`src/include/rotate_mask_shift_alu_consts.svh`:
```
// Constants for the rotate/mask/shift ALU datapath.
// Assumes inclusion by bare name from package and design files.
`ifndef ROTATE_MASK_SHIFT_ALU_CONSTS_SVH
`define ROTATE_MASK_SHIFT_ALU_CONSTS_SVH
`define WORD_BITS        32
`define AMT_BITS         5
`define FUNC_BITS        8
`define CLASS_BITS       3
`define CLASS_COUNT      8
`define WORD_BITS_5      6'h20
// Opcode field positions inside the 32-bit base-set ALU word
`define OPERATION_CLASS_LSB     28
`define OP_ARITH_BIT     27
`define OP_FUNC_LSB      19
`define OP_SECOND_SOURCE_SEL_LSB  15
`define OP_IMM5_LSB      0
// Second-source kinds
`define SECOND_SOURCE_REG         2'h0
`define SECOND_SOURCE_IMM5        2'h1
`define SECOND_SOURCE_IMM32       2'h2
// Arithmetic codes in the odd function bits
`define ARITH_ADD        4'h6
`define ARITH_SUB        4'h9
`define ARITH_SHR_SIGNED 4'hc
`define MOD_SPLIT_BIT    0
`define MOD_ZERO_ALL_BIT 1
`endif

```
`src/include/rotate_mask_shift_alu_pkg.sv`:
```
// Types for the rotate/mask/shift ALU datapath.
// Assumes the constants header sits in the include path.
`include "rotate_mask_shift_alu_consts.svh"
package rotate_mask_shift_alu_pkg;
   typedef enum {SHIFT_NONE, ROT_LEFT, ROT_RIGHT, SHIFT_LEFT,
                 SHIFT_RIGHT_U, SHIFT_RIGHT_S, SHIFT_RIGHT_DEFAULT} shift_kind_type;
   typedef enum {ST_IDLE, ST_BUSY} state_type;
endpackage : rotate_mask_shift_alu_pkg

```
`src/mask_generator.sv`:
```
// Mask generator: n right-justified ones, optional zero-gives-all-ones.
// Assumes a 5-bit input; purely combinational.
`timescale 1ns/10ps
`include "rotate_mask_shift_alu_consts.svh"
module mask_generator #(
   parameter int WIDTH = `WORD_BITS
) (
   input  wire logic [4:0]       amount,
   input  wire logic             zero_all_ones,
   output logic      [WIDTH-1:0] mask
);
   initial begin
      if (WIDTH != 32) $error("mask_generator serves 32-bit words only");
   end
   ////////////////////////////////////////////////////////////////////////
   // Ones in the low n bits, zeros above
   always_comb begin
      mask = '0;
      for (int i = 0; i < WIDTH; i++) begin
         mask[i] = (i < int'(amount));
      end
      if (zero_all_ones && amount == 5'h00) begin
         mask = '1;
      end
   end
endmodule : mask_generator

```
`src/rotate_mask_shift_alu.sv`:
```
// Shift and rotate datapath with base-set ALU opcode decode.
// Assumes one core clock; operands are steady in the cycle they are given.
//
// How it works
// - Every shift and rotate goes through one 32-bit left barrel rotator.
// - Right rotate uses left rotate by two's complement of the amount.
// - Shifts combine rotator output on port B with mask on port C.
// - Left shift rotates left n and clears low n bits with inverted mask.
// - Register right shift: low five bits hold negated distance, feed rotator and mask.
// - Constant right shift k uses 32-k rotate and mask; zero returns operand.
// - Signed right shift alters ALU function by operand sign to fill sign bits.
// - Signed right shift works on full 32-bit words only, never split.
// - Right shift without signedness qualifier is treated as signed.
// - Second source is 5-bit immediate, 32-bit immediate, or data register.
// - Operation class selects one of eight ALU operand routings; here it is only decoded and output on OPERATION_CLASS.
// - Arithmetic bit set enables carry; clear selects carry-free Boolean.
// - Boolean function code is a truth table over three ALU inputs.
// - Arithmetic mode: odd bits choose operation, even bits choose modifiers.
// - Mask generator gives n low ones and zeros above.
// - Zero-all-ones modifier turns input zero into all ones.
`timescale 1ns/10ps
`include "rotate_mask_shift_alu_consts.svh"
module rotate_mask_shift_alu
   import rotate_mask_shift_alu_pkg::*;
#(
   parameter int WIDTH = `WORD_BITS
) (
   input  wire logic                     CLK,
   input  wire logic                     RST,
   input  wire logic                     START,
   input  wire logic [31:0]              OPCODE,
   input  wire logic [31:0]              FIRST_SOURCE,
   input  wire logic [31:0]              SECOND_SOURCE,
   input  wire logic [31:0]              IMMEDIATE_32,
   input  wire logic [31:0]              PORT_A_IN,
   input  wire logic [31:0]              SHIFT_AMOUNT_REGISTER,
   input  wire logic                     SHIFT_BY_REGISTER,
   input  wire logic [4:0]               SHIFT_CONSTANT,
   input  wire logic [2:0]               SHIFT_KIND,
   input  wire logic                     USE_SHIFT,
   input  wire logic                     PARALLEL_TRANSFER_REQ,
   output logic                          DONE,
   output logic [31:0]                   RESULT,
   output logic                          CARRY_OUT,
   output logic                          ARITH_ENABLE,
   output logic [2:0]                    OPERATION_CLASS,
   output logic [7:0]                    FUNCTION_CODE,
   output logic [1:0]                    SECOND_SOURCE_KIND,
   output logic                          PARALLEL_TRANSFER_ALLOWED,
   output logic                          ILLEGAL_COMBINATION
);
   initial begin
      if (WIDTH != 32) $error("rotate_mask_shift_alu serves 32-bit words only");
   end

   ////////////////////////////////////////////////////////////////////////
   // Helpers used by several paths
   function automatic logic [31:0] rotl(input logic [31:0] v, input logic [4:0] n);
      logic [63:0] dbl;
      dbl  = {v, v} << n;
      rotl = dbl[63:32];
   endfunction : rotl

   function automatic logic [4:0] negate5(input logic [4:0] n);
      negate5 = 5'(~n + 5'h01);
   endfunction : negate5

   // Three-input truth table: bit index is {a,b,c}
   function automatic logic [31:0] bool3(input logic [7:0] f, input logic [31:0] a,
                                         input logic [31:0] b, input logic [31:0] c);
      logic [31:0] r;
      r = '0;
      for (int i = 0; i < 32; i++) begin
         r[i] = f[{a[i], b[i], c[i]}];
      end
      bool3 = r;
   endfunction : bool3

   ////////////////////////////////////////////////////////////////////////
   // Registered state
   typedef struct packed {
      state_type   state;
      logic        done;
      logic [31:0] result;
      logic        carry;
      logic        arith;
      logic [2:0]  operation_class;
      logic [7:0]  func;
      logic [1:0]  second_source_kind;
      logic        par_ok;
      logic        illegal;
   } regs_type;

   regs_type q, d;

   ////////////////////////////////////////////////////////////////////////
   // Opcode decode
   logic [2:0]  dec_class;
   logic        dec_arith;
   logic [7:0]  dec_func;
   logic [1:0]  dec_second_source;
   logic [3:0]  arith_op;
   logic [3:0]  modifiers;
   logic [31:0] second_source_val;

   always_comb begin
      dec_class = OPCODE[`OPERATION_CLASS_LSB +: `CLASS_BITS];
      dec_arith = OPCODE[`OP_ARITH_BIT];
      dec_func  = OPCODE[`OP_FUNC_LSB +: `FUNC_BITS];
      dec_second_source  = OPCODE[`OP_SECOND_SOURCE_SEL_LSB +: 2];
      arith_op  = {dec_func[7], dec_func[5], dec_func[3], dec_func[1]};
      modifiers = {dec_func[6], dec_func[4], dec_func[2], dec_func[0]};
      unique case (dec_second_source)
         `SECOND_SOURCE_IMM5:  second_source_val = {27'h0, OPCODE[`OP_IMM5_LSB +: 5]};
         `SECOND_SOURCE_IMM32: second_source_val = IMMEDIATE_32;
         default:     second_source_val = SECOND_SOURCE;
      endcase
   end

   ////////////////////////////////////////////////////////////////////////
   // Rotate amount and mask input selection
   shift_kind_type kind;
   logic [4:0]     amt_raw;
   logic [4:0]     rot_amt;
   logic [4:0]     mask_in;
   logic           zero_all;
   logic [31:0]    mask_c;

   always_comb begin
      unique case (SHIFT_KIND)
         3'h1:    kind = ROT_LEFT;
         3'h2:    kind = ROT_RIGHT;
         3'h3:    kind = SHIFT_LEFT;
         3'h4:    kind = SHIFT_RIGHT_U;
         3'h5:    kind = SHIFT_RIGHT_S;
         3'h6:    kind = SHIFT_RIGHT_DEFAULT;
         default: kind = SHIFT_NONE;
      endcase
      // Register amounts use the low five bits only
      amt_raw  = SHIFT_BY_REGISTER ? SHIFT_AMOUNT_REGISTER[4:0] : SHIFT_CONSTANT;
      rot_amt  = amt_raw;
      mask_in  = amt_raw;
      zero_all = 1'b0;
      unique case (kind)
         ROT_RIGHT: rot_amt = negate5(amt_raw);
         SHIFT_RIGHT_U, SHIFT_RIGHT_S, SHIFT_RIGHT_DEFAULT: begin
            if (SHIFT_BY_REGISTER) begin
               // Register already holds the negated distance
               zero_all = 1'b1;
            end else begin
               // Constant k encodes as 32-k; k of zero stays zero
               rot_amt = negate5(amt_raw);
               mask_in = negate5(amt_raw);
               zero_all = (amt_raw == 5'h00);
            end
         end
         default: ;
      endcase
   end

   mask_generator #(.WIDTH(WIDTH)) u_mask (
      .amount        (mask_in),
      .zero_all_ones (zero_all),
      .mask          (mask_c)
   );

   ////////////////////////////////////////////////////////////////////////
   // Datapath: rotator feeds port B, mask feeds port C
   logic [31:0] port_b;
   logic [31:0] shift_res;
   logic [32:0] sum;
   logic        sign_in;
   logic        bad;

   always_comb begin
      port_b  = rotl(FIRST_SOURCE, rot_amt);
      sign_in = FIRST_SOURCE[31];
      bad     = (dec_second_source == `SECOND_SOURCE_IMM32) && PARALLEL_TRANSFER_REQ;
      sum     = '0;
      unique case (kind)
         ROT_LEFT, ROT_RIGHT: shift_res = port_b;
         SHIFT_LEFT:          shift_res = port_b & ~mask_c;
         SHIFT_RIGHT_U:       shift_res = port_b & mask_c;
         // Sign picks AND with mask or OR with its inverse
         SHIFT_RIGHT_S, SHIFT_RIGHT_DEFAULT:
            shift_res = sign_in ? (port_b | ~mask_c) : (port_b & mask_c);
         default:             shift_res = FIRST_SOURCE;
      endcase
      // Signed shift is whole-word only; split modifier is refused
      if ((kind == SHIFT_RIGHT_S || kind == SHIFT_RIGHT_DEFAULT)
          && dec_arith && modifiers[`MOD_SPLIT_BIT]) begin
         bad = 1'b1;
      end
      // Boolean ops cannot use the zero-all-ones mask for unsigned register right shifts
      if (kind == SHIFT_RIGHT_U && SHIFT_BY_REGISTER && !dec_arith) begin
         bad = 1'b1;
      end
      if (!USE_SHIFT && dec_arith) begin
         unique case (arith_op)
            `ARITH_SUB: sum = {1'b0, PORT_A_IN} - {1'b0, second_source_val};
            default:    sum = {1'b0, PORT_A_IN} + {1'b0, second_source_val};
         endcase
      end
   end

   ////////////////////////////////////////////////////////////////////////
   // Next state
   always_comb begin
      d      = q;
      d.done = 1'b0;
      unique case (q.state)
         ST_IDLE: begin
            if (START) begin
               d.state     = ST_BUSY;
               d.operation_class  = dec_class;
               d.arith     = dec_arith;
               d.func      = dec_func;
               d.second_source_kind = dec_second_source;
               d.par_ok    = (dec_second_source != `SECOND_SOURCE_IMM32);
               d.illegal   = bad;
               d.carry     = USE_SHIFT ? 1'b0 : (dec_arith & sum[32]);
               if (USE_SHIFT) begin
                  d.result = shift_res;
               end else if (dec_arith) begin
                  d.result = sum[31:0];
               end else begin
                  d.result = bool3(dec_func, PORT_A_IN, port_b, second_source_val);
               end
            end
         end
         ST_BUSY: begin
            d.state = ST_IDLE;
            d.done  = 1'b1;
         end
      endcase
   end

   always_ff @(posedge CLK or posedge RST) begin
      if (RST) begin
         q <= '{state: ST_IDLE, done: 1'b0, result: 32'h0, carry: 1'b0, arith: 1'b0,
                operation_class: 3'h0, func: 8'h00, second_source_kind: 2'h0, par_ok: 1'b1,
                illegal: 1'b0};
      end else begin
         q <= d;
      end
   end

   // Outputs straight from the state register
   assign DONE                      = q.done;
   assign RESULT                    = q.result;
   assign CARRY_OUT                 = q.carry;
   assign ARITH_ENABLE              = q.arith;
   assign OPERATION_CLASS           = q.operation_class;
   assign FUNCTION_CODE             = q.func;
   assign SECOND_SOURCE_KIND        = q.second_source_kind;
   assign PARALLEL_TRANSFER_ALLOWED = q.par_ok;
   assign ILLEGAL_COMBINATION       = q.illegal;
endmodule : rotate_mask_shift_alu

```
`config.mk`:
```
export PLATFORM = sky130hd
export DESIGN_NAME = rotate_mask_shift_alu
export DESIGN_NICKNAME = d
export VERILOG_FILES = /design/src/include/rotate_mask_shift_alu_pkg.sv /design/src/mask_generator.sv /design/src/rotate_mask_shift_alu.sv
export VERILOG_INCLUDE_DIRS = /design/src /design/src/include
export SDC_FILE = /design/constraint.sdc
export NUM_CORES = 1
export LEC_CHECK = 0
export ABC_CLOCK_PERIOD_IN_PS = 2000
export BUFFER_PORTS_ARGS = -buffer_cell sky130_fd_sc_hd__buf_2
export CAP_MARGIN = 20
export CORE_ASPECT_RATIO = 0.5
export CORE_MARGIN = 10
export CORE_UTILIZATION = 58
export CTS_CLUSTER_SIZE = 10
export DETAILED_ROUTE_END_ITERATION = 8
export PLACE_DENSITY = 0.92
export SYNTH_ARGS = -nofsm -noshare
export SYNTH_HDL_FRONTEND = slang
export SYNTH_SLANG_ARGS = --single-unit
```
`constraint.sdc`:
```
create_clock -name CLK -period 2 [get_ports CLK]
set_input_delay 0 -clock CLK [delete_from_list [all_inputs] [get_ports CLK]]
set_output_delay 0 -clock CLK [all_outputs]
set_load 0.005 [all_outputs]
```
==> flow_summary.yaml, run 1 <==
status:
  status: "stopped before the end"
  stop_stage: "5_1_grt"
  error_line: "[ERROR GRT-0116] Global routing finished with congestion. Check the congestion regions in the DRC Viewer."
synthesis:
  syn_area_per_cell_sq_um: 7.516
  syn_inst: 1580
  syn_nets: 1824
  ys_types: 92
  yosys_warnings: 0
  synth.area.top_cells: "dfrtp_1, mux4_2, mux2i_1"
  yosysSeqAreaShare_pct: 10.76
  syn_area_sq_um: 11880
  async_reset_ff_share_pct: 100.0
  synth_top_cell_by_area: "dfrtp_1"
  ys.flop_type: "dfrtp_1"
  synth-edff-count: 0
  synth_seq_cells: 51
  synth_top_area_share_pct: 10.54
clocking:
  clock-sinks: 51
  numCtsBuffers: 5
  htreeDepth: 2
  clock_path_buffers: 2
  cts_root_buf: "clkbuf_16"
place:
  dp_hpwl_microns: 57900
  portBuffers: 215
  dp_cells: 2436
  gp_congestion: 1.192
  place_ws_ns: -2.789
global_routing:
  grt_pass1_wl_microns: 191400
  grt_pass1_vias: 26189
  grt_overflow: 1063
  grt_max_degree: 52
  grt_use_total_pct: 92.35
die:
  rows: 36
  io_pins: 256
  dieWidth_microns: 222.4
  start_util_pct: 60.05
  die_h_microns: 121.2
==> through the flow <==
| step | util [%] | area [sq um] | hold WS, ns |
|---|---|---|---|
| floorplan | - | 12490 | 0.1054 |
| global placement | 86.81 | 17170 | 0.1889 |
| detailed placement | 86.81 | 17170 | 0.2039 |
| CTS | 95.01 | 18790 | 0.006081 |
==> synth_stat cells (36+ instances only) <==
cell type and number:
clkbuf_1 91, mux4_2 53, nand3_1 46, o21ai_0 108, nor2_1 97, mux2_2 36, mux2i_1 116, a31oi_1 36
ha_1 37, a21oi_1 127, nand2_1 183, nor3_1 55, dfrtp_1 50
==> per-layer routing <==
metal	overflow	global-route usage, %
met5	10	66.85
met4	311	96.94
met3	70	88.53
met2	597	103.4
met1	75	86.66
==> logic make-up after synthesis <==
group | synth area share [%]
flops | 10.76
fa+ha+maj | 4.067
buf+inv | 5.479
simple gates | 19.30
mux | 23.62
xor+xnor | 3.983
compound gates | 32.79
==> repair_timing <==
item,CTS
hold buffers,6
setup buffers,46
pin swaps,69
hold endpoints to repair,55
cloned,2
gates resized for setup,245
endpoints found under the setup margin,33
==> inputs of run 2 (changes only) <==
CORE_ASPECT_RATIO = default   (was 0.5)
CORE_UTILIZATION = 40   (was 58)
CTS_CLUSTER_SIZE = default   (was 10)
PLACE_DENSITY = default   (was 0.92)
PLACE_DENSITY_LB_ADDON = 0.15   (was default)
==> run 2 against run 1 <==
  * The flow now finishes, with violations (setup timing)
  * Area after synthesis unchanged
  * Synthesized cell count unchanged
==> flow_summary.yaml, run 2 <==
setup_path:
  rr_startpoint: "q[50]"
  critPathCaptureType: "register"
  reg2regPathDepth: 8
  rrSetupSlack_ns: -0.11
  worstPathMaxFanout: 8
  timing.critical_path.buf_inv: 4
  critical-path-max-stage-delay_ns: 0.39
  rr_endpoint: "RESULT[24]"
  critPathKind: "in -> reg"
  worstPathRequired_ns: 2.21
  crit_chain: "buf_12 > inv_12 > ha_4 > a221o_1 > o21ai_4 > and3_4 > and3_4 > nor2b_4 > a21oi_2 > xnor2_1 > ha_1 > nand4_1 > or3_1 > a211o_1 > a211oi_2 > nor2_2 > buf_6 > o211ai_1 > buf_4 > a41oi_2 > xnor2_1 > o21ai_1"
  critical-path-top-delay-family: "compound AO/OA/AOI/OAI gates"
  cp-start-kind: "input pin"
  crit_slowest_cell: "or3_1"
  worstPathArrival_ns: 4.01
synthesis:
  post-synth-top-count-cell: "nand2_1"
  synth-simple-area-share_pct: 19.30
  syn_nets: 1824
  syn_area_sq_um: 11880
  synth_top_family_by_area: "compound AO/OA/AOI/OAI gates"
  synth.area.top_cells: "dfrtp_1, mux4_2, mux2i_1"
  synth_commonest_cells: "nand2_1, a21oi_1, mux2i_1, o21ai_0, nor2_1"
  yosysSeqAreaShare_pct: 10.76
  synth_top_area_share_pct: 10.54
  synth_top_cell_by_area: "dfrtp_1"
  async_reset_ff_share_pct: 100.0
  synthMuxAreaShare_pct: 23.62
  synthAdderAreaFrac_pct: 4.067
  syn_inst: 1580
  ys_types: 92
  yosys_warnings: 0
  synth_seq_cells: 51
  syn_area_per_cell_sq_um: 7.516
  ys.flop_type: "dfrtp_1"
  synth-xor-area-share_pct: 3.983
  synth_compound_area_share_pct: 32.79
  synth-edff-count: 0
timing:
  clock.fmax_mhz: 263.4
  worst_slack_ns: -1.797
  finalSetupViolations: 33
  relSlewSlack_pct: 50.36
  period_needed_ns: 3.797
  min_period_over_period_pct: 189.8
  worst_pin_slew_ns: 0.7446
  finalHoldViolCount: 0
  final-max-slew-violation-count: 0
  finalSetupTns_ns: -45.72
  clock_skew_ns: 0.006783
  rsz0062_at_grt: "yes"
die:
  io_pins: 256
  start_util_pct: 40.28
  die_h_microns: 192.3
  die_area_sq_um: 36980
  core_area_sq_um: 29480
  dieWidth_microns: 192.3
  rows: 63
worst_hold_path:
  min-delay-start: "OPCODE[16]"
  worstHoldPathType: "in -> reg"
  min_to: "SECOND_SOURCE_KIND[1]"
  whs_path_depth: 4
routing:
  drt-vias-per-instance: 6.178
  drc: 0
  final_antenna_net_count: 0
  wl_microns: 67390
  drtIter0Drc: 1874
  route.vias.total: 16657
  firstDrtPassIters: 5
  wl_per_cell_microns: 25.00
layout:
  largest_reg_flops: 32
  final_common_cell: "buf_4"
  final_cell_mix: "buf_4, buf_2, nand2_1"
  fin_util_pct: 67.08
  drive_gt1_share_pct: 50.87
  antennaDiodeCount: 0
  fin_nets: 2549
  syn_to_final_growth_pct: 66.54
global_routing:
  grt_pass1_vias: 16098
  grt_use_total_pct: 34.85
  grt_max_degree: 52
  grt_antenna_before_repair: 0
  grt_pass1_wl_microns: 98770
  grt_overflow: 0
clocking:
  numCtsBuffers: 5
  cts_root_buf: "clkbuf_16"
  path_clk_slew_ns: 0.08
  cts_tree: "done"
  clock_path_buffers: 2
  clk_latency_ns: 0.32
  htreeDepth: 2
  clock-sinks: 51
flow_run:
  max-cap-violations: 0
pwr:
  irDropWorstVdd_mv: 0.4065
  power_density_nw_per_um2: 611.9
  clock_power_share_pct: 8.2
  netSwitchingPower_mw: 5.593
  seqPwrFrac_pct: 12.3
  swShare_pct: 46.22
  p_int_mw: 6.508
  p_leak_nw: 9.045
  p_comb_share_pct: 79.5
place:
  dp_hpwl_microns: 53860
  portBuffers: 215
  place_ws_ns: -2.414
  gp_congestion: 1.025
status:
  violations: "setup timing"
  status: "finished, violations left"
[run 2: cell counts after synthesis]
No cell type changed its count.
[run 2: worst max-delay path by stage]
stage	from	to	slack, ns	cells after the start
floorplan	OPCODE[15]	RESULT[26]	-2.03	20
global route	OPCODE[15]	CARRY_OUT	-2.00	22
global placement	OPCODE[15]	RESULT[26]	-2.32	20
finish	OPCODE[15]	CARRY_OUT	-1.80	22
detailed placement	OPCODE[15]	RESULT[26]	-2.41	20
CTS	OPCODE[15]	RESULT[26]	-1.81	20
[run 2: power by group through the flow]
stage | Combinational [mW] | Clock [mW] | Sequential, mW
2_1_floorplan | 4.35 | 0 | 1.41
3_3_place_gp | 8.22 | 0 | 1.49
3_5_place_dp | 8.29 | 0 | 1.49
4_1_cts | 8.98 | 0.991 | 1.47
5_1_grt | 10.1 | 1.02 | 1.49
6_report | 9.63 | 0.989 | 1.49
[run 2: repair_timing]
action | in CTS | in global routing
hold buffers | 6 | 0
gates resized for setup | 180 | 111
setup endpoints to repair | 33 | 33
pin swaps | 83 | 105
gates cloned | 2 | 1
buffers inserted | 31 | 29
hold endpoints to repair | 55 | 0
[run 2: final cells by class]
| class | count | area [sq um] |
|---|---|---|
| Tap cell | 390 | 488.0 |
| Clock inverter | 2 | 16.27 |
| Clock buffer | 6 | 138.9 |
| Multi-Input combinational cell | 1366 | 11440 |
| Sequential cell | 51 | 1277 |
| Fill cell | 2551 | 9704 |
| Inverter | 34 | 152.6 |
| Timing Repair Buffer | 847 | 6259 |
[run 2: routing by layer]
metal	vias up	routed length [microns]	GRT usage [%]
met2	946	30730	55.11
met5	-	0	0
met4	0	3571	17.20
met3	153	6001	5.837
li1	7548	-	-
met1	8010	27090	45.13
[run 2: kinds of logic (layout without fill, tap and decap cells)]
logic type      count (synthesis)  after routing
buf+inv                       163            889
simple gates                  490            490
compound gates                576            576
mux                           208            208
flops                          51             51
fa+ha+maj                      38             38
xor+xnor                       54             54
[run 2: tightest hold or removal path, delay by kind of cell]
family	cells	cell delay, ns
AOI/OAI and AO/OA	1	0.06
buffers and inverters	3	0.25
[run 2: per-stage QoR]
step / instance area, sq um / std cells / total power, mW / hold slack, ns
2_1_floorplan: 12490 / 1580 / 5.767 / 0.1054
3_3_place_gp: 17840 / 2625 / 9.704 / 0.1908
3_5_place_dp: 17840 / 2625 / 9.782 / 0.1989
4_1_cts: 19080 / 2670 / 11.44 / 0.05093
5_1_grt: 19780 / 2696 / 12.63 / 0.07454
6_report: 19780 / 2696 / 12.10 / 0.04691
Power figures use the tool's default switching activity.
==> inputs of run 3 (changes only) <==
ABC_AREA = 1   (was default)
CORE_MARGIN = default   (was 10)
==> run 3 against run 2 <==
  * The flow still finishes with violations (setup timing)
  * Maximum frequency fell by 1.5%
  * Largest power group unchanged
  * Area after synthesis up 4.6%
  * Synthesized cell count rose by 51%
  * Sequential power is 4% lower
  * Count of clock-buffer cells in the layout is 1 lower
==> flow_summary.yaml, run 3 <==
synthesis:
  synth_top_area_share_pct: 28.34
  synthMuxAreaShare_pct: 0
  synth.area.top_cells: "nand2_1, nand3_1, dfrtp_1"
  synth_seq_cells: 51
  ys_types: 55
  async_reset_ff_share_pct: 100.0
  syn_area_sq_um: 12420
  synth_commonest_cells: "nand2_1, nand3_1, o21ai_0, inv_1, nor2_1"
  yosys_warnings: 0
  synth-simple-area-share_pct: 49.72
  post-synth-top-count-cell: "nand2_1"
  syn_nets: 2637
  ys.flop_type: "dfrtp_1"
  yosysSeqAreaShare_pct: 10.28
  synth_compound_area_share_pct: 21.71
  synth_top_family_by_area: "simple AND/OR/NAND/NOR gates"
  synth-xor-area-share_pct: 2.538
  synth-edff-count: 0
  synthAdderAreaFrac_pct: 3.888
  syn_inst: 2393
  syn_area_per_cell_sq_um: 5.191
  synth_top_cell_by_area: "nand2_1"
global_routing:
  grt_pass1_wl_microns: 100900
  grt_pass1_vias: 17454
  grt_max_degree: 52
  grt_use_total_pct: 42.36
  grt_antenna_before_repair: 6
  grt_overflow: 0
die:
  core_area_sq_um: 30590
  die_area_sq_um: 31760
  io_pins: 256
  rows: 64
  dieWidth_microns: 178.2
  die_h_microns: 178.2
  start_util_pct: 40.61
timing:
  finalSetupViolations: 33
  min_period_over_period_pct: 192.7
  finalSetupTns_ns: -45.37
  relSlewSlack_pct: 51.50
  clock_skew_ns: 0.01041
  period_needed_ns: 3.853
  final-max-slew-violation-count: 0
  finalHoldViolCount: 0
  clock.fmax_mhz: 259.5
  worst_slack_ns: -1.853
  rsz0062_at_grt: "yes"
  worst_pin_slew_ns: 0.7276
pwr:
  swShare_pct: 51.49
  p_int_mw: 5.987
  totalPowerFinal_mw: 12.34
  seqPwrFrac_pct: 11.6
  irDropWorstVdd_mv: 0.4972
  p_leak_nw: 10.37
  power_density_nw_per_um2: 632.0
  p_comb_share_pct: 79.5
  netSwitchingPower_mw: 6.356
  clock_power_share_pct: 8.8
routing:
  wl_per_cell_microns: 19.94
  drt-vias-per-instance: 5.552
  wl_microns: 68510
  highest_layer: "met5"
  drc: 0
  firstDrtPassIters: 7
  route.vias.total: 19075
  wl_met2_microns: 30410
  final_antenna_net_count: 0
  met1_length_microns: 27060
  wl_met3_microns: 6920
  drtIter0Drc: 2315
clocking:
  numCtsBuffers: 5
  cts_tree: "done"
  clk_latency_ns: 0.32
  cts_root_buf: "clkbuf_16"
  clock_path_buffers: 2
  clock-sinks: 51
  htreeDepth: 2
  path_clk_slew_ns: 0.07
layout:
  final_common_cell: "nand2_1"
  fin_nets: 3282
  largest_reg_flops: 32
  instances_no_fill: 3436
  syn_to_final_growth_pct: 57.23
  final_cell_mix: "nand2_1, buf_4, nand3_1"
  drive_gt1_share_pct: 37.48
  fin_util_pct: 63.85
  final_area_sq_um: 19530
worst_hold_path:
  worstHoldPathType: "in -> reg"
setup_path:
  critPathCaptureType: "register"
  critPathKind: "in -> reg"
  critical-path-max-stage-delay_ns: 0.36
  cp-start-kind: "input pin"
  worstPathMaxFanout: 7
  worstPathArrival_ns: 4.06
  worstPathRequired_ns: 2.20
  crit_slowest_cell: "ha_1"
  crit_top_cell: "nand2_2"
place:
  place_area_sq_um: 17510
  dp_hpwl_microns: 54530
  gp_congestion: 1.036
  dp_cells: 3372
  portBuffers: 215
status:
  status: "finished, violations left"
  violations: "setup timing"
flow_run:
  max-cap-violations: 0
run 3: path summary, 6_finish.rpt:
path | from | endpoint | slack, ns | depth (start not counted)
worst min register to register | q[50] | DONE | 0.42 | 0
min in group asynchronous | RST | FUNCTION_CODE[7] | 0.43 | 4
max in group asynchronous | RST | RESULT[29] | 1.08 | 4
worst min-delay path | OPCODE[16] | SECOND_SOURCE_KIND[1] | 0.08 | 4
worst max register to register | q[50] | RESULT[27] | 0.46 | 6
worst max-delay path | OPCODE[15] | RESULT[27] | -1.85 | 35
run 3: area by class of cell:
type / instances / area (sq um)
Antenna cell: 1 / 2.502
Clock buffer: 5 / 125.1
Clock inverter: 3 / 47.55
Fill cell: 3009 / 11060
Inverter: 197 / 772.0
Multi-Input combinational cell: 2007 / 11120
Sequential cell: 51 / 1277
Tap cell: 396 / 495.5
Timing Repair Buffer: 776 / 5690
run 3: cells by family after synthesis:
kind of cell	count (synthesis)
flip-flops	51
buffers and inverters	336
AO/OA/AOI/OAI	488
AND/OR/NAND/NOR	1444
XOR/XNOR	36
adder cells (fa/ha/maj)	38
run 3: through the flow:
stage	setup WS [ns]	hold slack, ns
2_1_floorplan	-1.974	0.1166
3_5_place_dp	-2.482	0.2049
6_report	-1.853	0.08117
5_1_grt	-2.093	0.1047
4_1_cts	-1.846	0.07625
3_3_place_gp	-2.404	0.2030
run 3: worst max-delay path: cells and delay by family:
family | cells | cell delay, ns
adders and majority gates | 3 | 0.82
xor gates and xnor gates | 1 | 0.15
and+or+nand+nor | 20 | 2.15
buffers and inverters | 6 | 0.39
AOI/OAI and AO/OA | 5 | 0.55
run 3: repair_timing:
item / CTS / global route
resized for setup: 234 / 129
pin swaps: 110 / 106
hold buffers: 5 / 0
endpoints found under the setup margin: 33 / 33
gates cloned: 3 / 1
setup buffers: 34 / 20
hold endpoints to repair: 54 / 0
run 3: routing by layer:
metal	global-route usage [%]	vias up
li1	-	9134
met1	53.51	8712
met2	68.11	1029
met3	7.310	194
met4	23.34	6
met5	0	-
run 3: power by group through the flow:
stage	sequential, mW	combinational [mW]	clock, mW
floorplan	1.36	4.38	0
global placement	1.43	8.27	0
detailed placement	1.44	8.35	0
CTS	1.42	9.14	1.09
global route	1.44	10.5	1.12
finish	1.43	9.82	1.09
